### src/hw/fpd_pkg.sv
// Package: constants, register map and types of the flow pulse decoder
package fpd_pkg;
  localparam int unsigned CLK_HZ = 20000000;
  localparam int unsigned HS_MIN_PULSE_MS = 16;
  localparam int unsigned PS_MIN_PULSE_MS = 500;
  // Sample every half of the shortest pulse so that any pulse gets at least one sample
  localparam int unsigned HS_TICK_CYC = (CLK_HZ / 1000) * HS_MIN_PULSE_MS / 2;
  localparam int unsigned PS_TICK_CYC = (CLK_HZ / 1000) * PS_MIN_PULSE_MS / 2;
  localparam int unsigned TICK_W = 24;
  localparam int unsigned CNT_W = 16;
  localparam int unsigned NET_W = 17;

  // APB register byte offsets
  localparam logic [7:0] ADDR_CTRL = 8'h00;
  localparam logic [7:0] ADDR_STATUS = 8'h04;
  localparam logic [7:0] ADDR_FWD = 8'h08;
  localparam logic [7:0] ADDR_REV = 8'h0c;
  localparam logic [7:0] ADDR_NET = 8'h10;
  localparam logic [7:0] ADDR_LIVE = 8'h14;

  // CTRL field positions
  localparam int unsigned CTRL_MODE_LSB = 0;
  localparam int unsigned CTRL_STORE_BIT = 2;
  localparam int unsigned CTRL_RATE_BIT = 3;
  localparam int unsigned CTRL_REPL_BIT = 4;
  localparam int unsigned CTRL_PIN_BIT = 5;
  localparam int unsigned CTRL_LOG_BIT = 8;
  localparam logic [7:0] CTRL_RST = 8'h00;

  // Pin configuration of the input pair
  typedef enum logic [1:0] {
    FPD_UNI = 2'h0,
    FPD_PDIR = 2'h1,
    FPD_FWDREV = 2'h2,
    FPD_QUAD = 2'h3
  } fpd_mode_t;
endpackage : fpd_pkg

### src/hw/fpd_decoder.sv
// Flow pulse input decoder with APB registers
//
// Contract
// Uni mode counts each closing edge
// Two-pin modes claim the even pin
// Even pin gives direction, odd counts
// Fwd/rev mode: odd pin counts forward
// Fwd/rev mode: even pin counts reverse
// Gray 00-01-11-10 steps count forward
// Gray 00-10-11-01 steps count reverse
// Quadrature allows net storage only
// Pulse-direction allows net or independent
// Fwd/rev mode allows net only
// Net keeps two counters, one set
// Independent records forward and reverse sets
// Counts taken and restarted each period
// Forward set goes to odd channel
// Reverse set to next even, read-only
// Power-save rate catches 500 ms pulses
// High-speed rate catches 16 ms pulses
// One sample rate for all channels
// Replication copies meter pulses out
// One output uni, two bi-directional
// Sample compare; skip double quadrature changes
// Net is forward minus reverse, signed
//
// Our own choices: the address map and the APB interface to the registers.
`timescale 1ns/100ps
`default_nettype none
module fpd_decoder #(
  // Sample divider lengths in clock cycles; defaults sample every 8 ms and 250 ms, for 16 ms and 500 ms pulses
  parameter int unsigned HS_CYC = fpd_pkg::HS_TICK_CYC,
  parameter int unsigned PS_CYC = fpd_pkg::PS_TICK_CYC
) (
  // Clock, enable, reset
  input wire logic CLK_I,
  input wire logic CE_I,
  input wire logic ARST_N_I,
  // APB slave
  input wire logic PSEL_I,
  input wire logic PENABLE_I,
  input wire logic PWRITE_I,
  input wire logic [7:0] PADDR_I,
  input wire logic [31:0] PWDATA_I,
  output logic [31:0] PRDATA_O,
  output logic PREADY_O,
  output logic PSLVERR_O,
  // Meter pulse pin pair
  input wire logic PIN_ODD_I,
  input wire logic PIN_EVEN_I,
  // Log period boundary strobe
  input wire logic LOG_TICK_I,
  // Recorded datapoints
  output logic REC_VALID_O,
  output logic REC_INDEP_O,
  output logic [fpd_pkg::CNT_W-1:0] REC_FWD_O,
  output logic [fpd_pkg::CNT_W-1:0] REC_REV_O,
  output logic [fpd_pkg::NET_W-1:0] REC_NET_O,
  // Status output replication and even pin claim
  output logic STAT_OUT1_O,
  output logic STAT_OUT2_O,
  output logic EVEN_CLAIMED_O
);
  import fpd_pkg::*;

  logic [7:0] ctrl_r;
  logic [7:0] ctrl_nxt;
  fpd_mode_t mode;
  logic indep;
  logic pin_sel;
  logic tick;
  logic odd_lvl;
  logic odd_rise;
  logic even_lvl;
  logic even_rise;
  logic uni_rise;
  logic fwd_inc;
  logic rev_inc;
  logic [1:0] q_prev_r;
  logic [1:0] q_now;
  logic q_fwd;
  logic q_rev;
  logic [CNT_W-1:0] fwd_cnt_r;
  logic [CNT_W-1:0] rev_cnt_r;
  logic log_evt;
  logic wr_en;
  logic rd_en;
  logic addr_ok;

  assign mode = fpd_mode_t'(ctrl_r[CTRL_MODE_LSB +: 2]);
  assign pin_sel = ctrl_r[CTRL_PIN_BIT];
  // Independent storage only stands for pulses plus direction
  assign indep = ctrl_r[CTRL_STORE_BIT] && (mode == FPD_PDIR);
  assign EVEN_CLAIMED_O = (mode != FPD_UNI);

  // Control value written by software; storage bit forced off where not allowed
  always_comb begin
    ctrl_nxt = PWDATA_I[7:0];
    if (PWDATA_I[CTRL_MODE_LSB +: 2] != FPD_PDIR) begin
      ctrl_nxt[CTRL_STORE_BIT] = 1'b0;
    end
  end

  // Global sample strobe, rates derived from minimum pulse widths
  fpd_tick #(
    .HS_CYC(TICK_W'(HS_CYC)),
    .PS_CYC(TICK_W'(PS_CYC))
  ) u_tick (
    .clk_i(CLK_I),
    .arst_n_i(ARST_N_I),
    .ce_i(CE_I),
    .psave_i(ctrl_r[CTRL_RATE_BIT]),
    .tick_o(tick)
  );

  // Odd pin sampler
  fpd_edge u_odd (
    .clk_i(CLK_I),
    .arst_n_i(ARST_N_I),
    .ce_i(CE_I),
    .tick_i(tick),
    .pin_i(PIN_ODD_I),
    .level_o(odd_lvl),
    .rise_o(odd_rise)
  );

  // Even pin sampler
  fpd_edge u_even (
    .clk_i(CLK_I),
    .arst_n_i(ARST_N_I),
    .ce_i(CE_I),
    .tick_i(tick),
    .pin_i(PIN_EVEN_I),
    .level_o(even_lvl),
    .rise_o(even_rise)
  );

  // Quadrature state history, updated on each sample
  assign q_now = {PIN_ODD_I, PIN_EVEN_I};
  always_ff @(posedge CLK_I or negedge ARST_N_I) begin
    if (!ARST_N_I) begin
      q_prev_r <= 2'h0;
    end else if (CE_I && tick) begin
      q_prev_r <= q_now;
    end
  end

  // Gray step direction; a double-bit change matches neither case
  always_comb begin
    q_fwd = 1'b0;
    q_rev = 1'b0;
    unique case ({q_prev_r, q_now})
      4'b0001, 4'b0111, 4'b1110, 4'b1000: q_fwd = 1'b1;
      4'b0010, 4'b1011, 4'b1101, 4'b0100: q_rev = 1'b1;
      default: begin
        q_fwd = 1'b0;
        q_rev = 1'b0;
      end
    endcase
  end

  // Uni mode may use either pin of the pair
  assign uni_rise = pin_sel ? even_rise : odd_rise;

  // Increment selection per pin configuration
  always_comb begin
    fwd_inc = 1'b0;
    rev_inc = 1'b0;
    unique case (mode)
      FPD_UNI: fwd_inc = uni_rise;
      FPD_PDIR: begin
        fwd_inc = odd_rise & even_lvl;
        rev_inc = odd_rise & ~even_lvl;
      end
      FPD_FWDREV: begin
        fwd_inc = odd_rise;
        rev_inc = even_rise;
      end
      FPD_QUAD: begin
        fwd_inc = CE_I & tick & q_fwd;
        rev_inc = CE_I & tick & q_rev;
      end
    endcase
  end

  assign log_evt = CE_I && LOG_TICK_I;

  // Forward pulse counter, restarted at each log boundary
  always_ff @(posedge CLK_I or negedge ARST_N_I) begin
    if (!ARST_N_I) begin
      fwd_cnt_r <= '0;
    end else if (log_evt) begin
      fwd_cnt_r <= {{(CNT_W-1){1'b0}}, fwd_inc};
    end else if (CE_I && fwd_inc) begin
      fwd_cnt_r <= fwd_cnt_r + 1'b1;
    end
  end

  // Reverse pulse counter, restarted at each log boundary
  always_ff @(posedge CLK_I or negedge ARST_N_I) begin
    if (!ARST_N_I) begin
      rev_cnt_r <= '0;
    end else if (log_evt) begin
      rev_cnt_r <= {{(CNT_W-1){1'b0}}, rev_inc};
    end else if (CE_I && rev_inc) begin
      rev_cnt_r <= rev_cnt_r + 1'b1;
    end
  end

  // Datapoint capture at each log boundary
  always_ff @(posedge CLK_I or negedge ARST_N_I) begin
    if (!ARST_N_I) begin
      REC_VALID_O <= 1'b0;
      REC_INDEP_O <= 1'b0;
      REC_FWD_O <= '0;
      REC_REV_O <= '0;
      REC_NET_O <= '0;
    end else if (CE_I) begin
      REC_VALID_O <= LOG_TICK_I;
      if (LOG_TICK_I) begin
        REC_INDEP_O <= indep;
        REC_FWD_O <= fwd_cnt_r;
        REC_REV_O <= indep ? rev_cnt_r : '0;
        REC_NET_O <= {1'b0, fwd_cnt_r} - {1'b0, rev_cnt_r};
      end
    end
  end

  // Pulse replication onto status outputs
  always_ff @(posedge CLK_I or negedge ARST_N_I) begin
    if (!ARST_N_I) begin
      STAT_OUT1_O <= 1'b0;
      STAT_OUT2_O <= 1'b0;
    end else if (CE_I) begin
      if (ctrl_r[CTRL_REPL_BIT]) begin
        STAT_OUT1_O <= (mode == FPD_UNI) ? (pin_sel ? even_lvl : odd_lvl) : odd_lvl;
        STAT_OUT2_O <= (mode == FPD_UNI) ? 1'b0 : even_lvl;
      end else begin
        STAT_OUT1_O <= 1'b0;
        STAT_OUT2_O <= 1'b0;
      end
    end
  end

  // APB decode; single-cycle access phase
  assign addr_ok = (PADDR_I == ADDR_CTRL) || (PADDR_I == ADDR_STATUS) || (PADDR_I == ADDR_FWD) ||
                   (PADDR_I == ADDR_REV) || (PADDR_I == ADDR_NET) || (PADDR_I == ADDR_LIVE);
  assign wr_en = CE_I && PSEL_I && PENABLE_I && PWRITE_I;
  assign rd_en = CE_I && PSEL_I && !PENABLE_I && !PWRITE_I;
  assign PREADY_O = 1'b1;
  assign PSLVERR_O = PSEL_I && PENABLE_I && !addr_ok;

  // Control register write
  always_ff @(posedge CLK_I or negedge ARST_N_I) begin
    if (!ARST_N_I) begin
      ctrl_r <= CTRL_RST;
    end else if (wr_en && (PADDR_I == ADDR_CTRL)) begin
      ctrl_r <= ctrl_nxt;
    end
  end

  // Read data registered during setup, valid in the access phase
  always_ff @(posedge CLK_I or negedge ARST_N_I) begin
    if (!ARST_N_I) begin
      PRDATA_O <= 32'h00000000;
    end else if (rd_en) begin
      unique case (PADDR_I)
        ADDR_CTRL: PRDATA_O <= {24'h000000, ctrl_r};
        ADDR_STATUS: PRDATA_O <= {28'h0000000, EVEN_CLAIMED_O, indep, even_lvl, odd_lvl};
        ADDR_FWD: PRDATA_O <= {16'h0000, REC_FWD_O};
        ADDR_REV: PRDATA_O <= {16'h0000, REC_REV_O};
        ADDR_NET: PRDATA_O <= {{15{REC_NET_O[NET_W-1]}}, REC_NET_O};
        ADDR_LIVE: PRDATA_O <= {rev_cnt_r, fwd_cnt_r};
        default: PRDATA_O <= 32'h00000000;
      endcase
    end
  end
endmodule : fpd_decoder
`default_nettype wire

### src/hw/fpd_edge.sv
// Sampled input pin with open-to-closed edge detection
`timescale 1ns/100ps
`default_nettype none
module fpd_edge (
  // Clock and reset
  input wire logic clk_i,
  input wire logic arst_n_i,
  input wire logic ce_i,
  // Sample strobe and pin
  input wire logic tick_i,
  input wire logic pin_i,
  // Sampled level and edge pulse
  output logic level_o,
  output logic rise_o
);
  logic prev_r;

  // Take a sample on each tick; closed is high
  always_ff @(posedge clk_i or negedge arst_n_i) begin
    if (!arst_n_i) begin
      prev_r <= 1'b0;
    end else if (ce_i && tick_i) begin
      prev_r <= pin_i;
    end
  end

  assign level_o = prev_r;
  // Open to closed between two samples
  assign rise_o = ce_i & tick_i & pin_i & ~prev_r;
endmodule : fpd_edge
`default_nettype wire

### src/hw/fpd_tick.sv
// Global sample-rate strobe generator
`timescale 1ns/100ps
`default_nettype none
module fpd_tick #(
  parameter logic [23:0] HS_CYC = 24'h000001,
  parameter logic [23:0] PS_CYC = 24'h000001
) (
  // Clock and reset
  input wire logic clk_i,
  input wire logic arst_n_i,
  input wire logic ce_i,
  // Rate select, high for power save
  input wire logic psave_i,
  // One-cycle sample strobe
  output logic tick_o
);
  logic [23:0] cnt_r;
  logic [23:0] lim;

  assign lim = psave_i ? PS_CYC : HS_CYC;
  assign tick_o = ce_i && (cnt_r >= lim - 24'h000001);

  // Free running divider
  always_ff @(posedge clk_i or negedge arst_n_i) begin
    if (!arst_n_i) begin
      cnt_r <= 24'h000000;
    end else if (ce_i) begin
      cnt_r <= tick_o ? 24'h000000 : cnt_r + 24'h000001;
    end
  end
endmodule : fpd_tick
`default_nettype wire

### config.mk
export PLATFORM = sky130hd
export DESIGN_NAME = fpd_decoder
export DESIGN_NICKNAME = d
export VERILOG_FILES = /design/src/hw/fpd_pkg.sv /design/src/hw/fpd_decoder.sv /design/src/hw/fpd_edge.sv /design/src/hw/fpd_tick.sv
export SDC_FILE = /design/constraint.sdc
export NUM_CORES = 1
export LEC_CHECK = 0
export CAP_MARGIN = 20
export CORE_AREA = 2 2 121 147
export CTS_BUF_LIST = sky130_fd_sc_hd__clkbuf_4
export DETAILED_ROUTE_END_ITERATION = 8
export DIE_AREA = 0 0 123 149
export DONT_BUFFER_PORTS = 1
export PLACE_DENSITY = 0.72
export RECOVER_POWER = 50
export SYNTH_ARGS = -nofsm -noshare
export SYNTH_HDL_FRONTEND = slang
export SYNTH_SLANG_ARGS = --single-unit
### constraint.sdc
create_clock -name CLK_I -period 4.1 [get_ports CLK_I]
set_input_delay 0.82 -clock CLK_I [delete_from_list [all_inputs] [get_ports CLK_I]]
set_output_delay 0.82 -clock CLK_I [all_outputs]
set_load 0.03 [all_outputs]
==> impl_results.md <==
* Post-Syn Nets at 977
* Nets at 952
* Static Leak at 3.98 nW
* Final Hold Viols at 0
* Worst-path clk slew at 0.15 ns
* HP Class: primary input to flip-flop
* Final Wtd Congestion at 0.858
* Initial Utilization at 48.7%
* Violated checks: max-capacitance violations, max-slew violations
* Clk_lat worst skew at 0.61 ns
* Max Fclk at 0.288 GHz
* Relative slew slack at -85.6%
* Kind of critical path: primary input to flip-flop
* DRC errors left at 0
* Mapped Cells at 897
* Max-Cap Viols at 3
* Area grow syn2layout at 4.74%
* DR WL/cell at 19.9 µm
* First-pass GRT wire length at 34900 µm
* Final setup viols at 0
* Final core occ at 51.0%
* Largest area contributor in the netlist: dfrtp_1
* R2r startpoint: ctrl_r[3]
* Gr ovfl total at 0
* CTS max path bufs at 2
* CTS Buf Count at 17
* H-tree levels at 4
* I/O pin total at 137
* Worst Clk Skew at 0.0256 ns
* Worst Hold End: ctrl_r[0]
* Share of the synthesized area in the top cell type at 45.3%
* R2R depth at 9
* Root Buffer: clkbuf_4
* Power Dens Cells at 339 nW/µm²
* DP Wirelength at 15400 µm
* Final Cycle Share at 84.8%
* Yosys warns at 0
* Clk sinks at 151
* Postcts setup bufs at 0
* Die Area at 18300 µm²
* Min Tclk post-route at 3.48 ns
* FF-to-FF setup slack at 0.89 ns
* Die width at 123 µm
* Antenna violations before repair at 1
* Ys async rst share at 100%
* Worst Path Arrival at 3.98 ns
* Crit path capture type: flip-flop
* Row Count at 53
* CP startpoint kind: primary input
* Synth Area per Inst at 9.29 µm²
* TritonCTS clock tree: built
* Worst vdd ir at 0.152 mV
* TritonRoute pass-1 iters at 5
* Top FF cell, synth: dfrtp_1
* Vias per inst at 6.11
* Worst Hold Slack at 0.315 ns
* Share of layout cells above drive strength 1 at 6.78%
* Status: finished with violations
* Core area at 17100 µm²
* Register area share after synthesis at 45.3%
* Post-cts resize count at 0
* Die height at 149 µm
* Vias at 6758
* Post-synth EDFFs at 0
* Final Max Tran Viols at 238
* Vias in the first global route at 6445
* Crit Path Max Fanout at 67
* Initial DRC count at 513
* Largest net degree at the start of global routing at 152
* Worst Tran Pin Value at 2.78 ns
* Worst EP required at 4.60 ns
* Mapped Area at 8340 µm²
* FF+latch count, synth at 151
* RSZ-0062 raised after global routing: false
* Cell variety after synth at 76
* RR Endpoint: u_tick.cnt_r[12]
* Synth top area cells: dfrtp_1 (45%), nand2_1 (7.2%), ha_1 (4.5%)
* Tot GR Track Use at 24.5%
* Hold path depth at 2
* Fill count at 1580
* Final wirelength at 22000 µm
* Min-delay src: PWDATA_I[0]
* Antenna Violating Nets Remaining at 0
* Final setup TNS at 0 ns
* # port buffers at 0
[cell usage after synthesis, types with 3 or more instances]
| master | count |
|---|---|
| nor2b_1 | 7 |
| mux2_1 | 5 |
| o21ai_0 | 71 |
| mux2i_1 | 21 |
| a222oi_1 | 3 |
| and3_1 | 14 |
| ha_1 | 30 |
| nor3_1 | 13 |
| buf_1 | 4 |
| nand4_1 | 17 |
| nand2b_1 | 13 |
| nor2_1 | 52 |
| xnor2_1 | 8 |
| dfrtp_1 | 151 |
| a22oi_1 | 4 |
| o21bai_1 | 4 |
| buf_4 | 4 |
| nor4_1 | 9 |
| o21a_1 | 4 |
| clkbuf_1 | 28 |
| a41o_1 | 3 |
| nand2_1 | 159 |
| mux2_2 | 7 |
| o211ai_1 | 3 |
| a21oi_1 | 36 |
| and2_1 | 7 |
| nand3_1 | 21 |
| a31oi_1 | 4 |
| inv_1 | 34 |
| xor2_1 | 16 |
| a221oi_1 | 12 |
| a211oi_1 | 7 |
| o31ai_1 | 10 |
| or4_1 | 6 |
| a21o_1 | 10 |
| or3_1 | 5 |
| a21boi_0 | 3 |
| a22o_1 | 29 |
| buf_2 | 14 |
| o41ai_1 | 4 |
[metal layers]
metal	part of all wire (%)	routed length (µm)	global-route usage (%)	up-vias
met1	41	9120	32.0	3317
met4	2.4	525	8.52	0
met5	0	0	0	-
met3	7.2	1590	7.34	46
li1	-	-	-	3176
met2	49	10800	38.6	219
[power breakdown]
| part | switching (mW) | internal, mW | total (mW) |
|---|---|---|---|
| clock | 0.661 | 0.337 | 0.998 |
| combinational | 0.144 | 0.0922 | 0.236 |
| sequential | 0.171 | 1.55 | 1.72 |
| total | 0.976 | 1.98 | 2.96 |
[metrics by stage]
step	worst slack [ns]	cell area, µm²	instances	power, mW
finish	0.624	8730	1106	2.96
global route	0.306	8730	1106	3.07
CTS	0.875	8750	1104	2.93
detailed placement	0.892	8440	1072	1.95
global placement	0.927	8440	1072	1.95
floorplan	1.42	8340	897	1.89
[placed cells by master, fill, tap and decap left out, types with 9 or more instances in the layout]
master / netlist / layout
nand2_1: 159 / 158
dfrtp_1: 151 / 151
o21ai_0: 71 / 71
nor2_1: 52 / 52
a21oi_1: 36 / 36
inv_1: 34 / 34
ha_1: 30 / 30
a22o_1: 29 / 29
nand3_1: 21 / 21
mux2i_1: 21 / 21
clkbuf_4: 0 / 18
nand4_1: 17 / 17
xor2_1: 16 / 16
and3_1: 14 / 14
nand2b_1: 13 / 13
nor3_1: 13 / 13
a221oi_1: 12 / 12
a21o_1: 10 / 10
o31ai_1: 10 / 10
nor4_1: 9 / 9
[how the worst max path moves through the flow]
| stage | from | end | slack (ns) | cells past startpoint |
|---|---|---|---|---|
| after floorplan | PADDR_I[1] | ctrl_r[4] | 1.42 | 6 |
| after global placement | ctrl_r[3] | u_tick.cnt_r[2] | 0.93 | 9 |
| after detailed placement | ctrl_r[3] | u_tick.cnt_r[12] | 0.89 | 9 |
| after CTS | ctrl_r[3] | u_tick.cnt_r[12] | 0.88 | 9 |
| after global routing | CE_I | REC_NET_O[5] | 0.31 | 3 |
| final | CE_I | rev_cnt_r[5] | 0.62 | 4 |
[critical path: stages]
cell	delay (ns)
nand2_2	0.59
clkbuf_1	2.03
o311ai_1	0.33
o41ai_1	0.16
[registers in the layout, summed over array words and instances, names as in the netlist]
register,count
REC_REV_O,16
PRDATA_O,32
REC_INDEP_O,1
REC_VALID_O,1
rev_cnt_r,16
REC_FWD_O,16
q_prev_r,2
STAT_OUT2_O,1
ctrl_r,8
u_tick.cnt_r,24
fwd_cnt_r,16
REC_NET_O,17
STAT_OUT1_O,1
[cells by family after synthesis]
| logic type | count (synthesis) | synth area share, % |
|---|---|---|
| AO/OA/AOI/OAI | 230 | 19.0 |
| XOR/XNOR | 24 | 2.52 |
| multiplexers | 33 | 4.14 |
| adder cells (fa/ha/maj) | 31 | 4.74 |
| AND/OR/NAND/NOR | 340 | 19.7 |
| buffers and inverters | 87 | 4.50 |
| other | 1 | 0.0450 |
| flip-flops | 151 | 45.3 |
[final cells by class]
type                    count  area (µm²)  area share [%]
multi-input cells         659        4180            47.9
clock inverters            15         179            2.05
well taps                 220         275            3.15
flip-flops and latches    151        3780            43.3
inverters                  34         128            1.46
diodes                      1        2.50          0.0287
clock buffers              17         128            1.46
repair buffers              9        60.1           0.688
(Power assumes the default switching activity.)
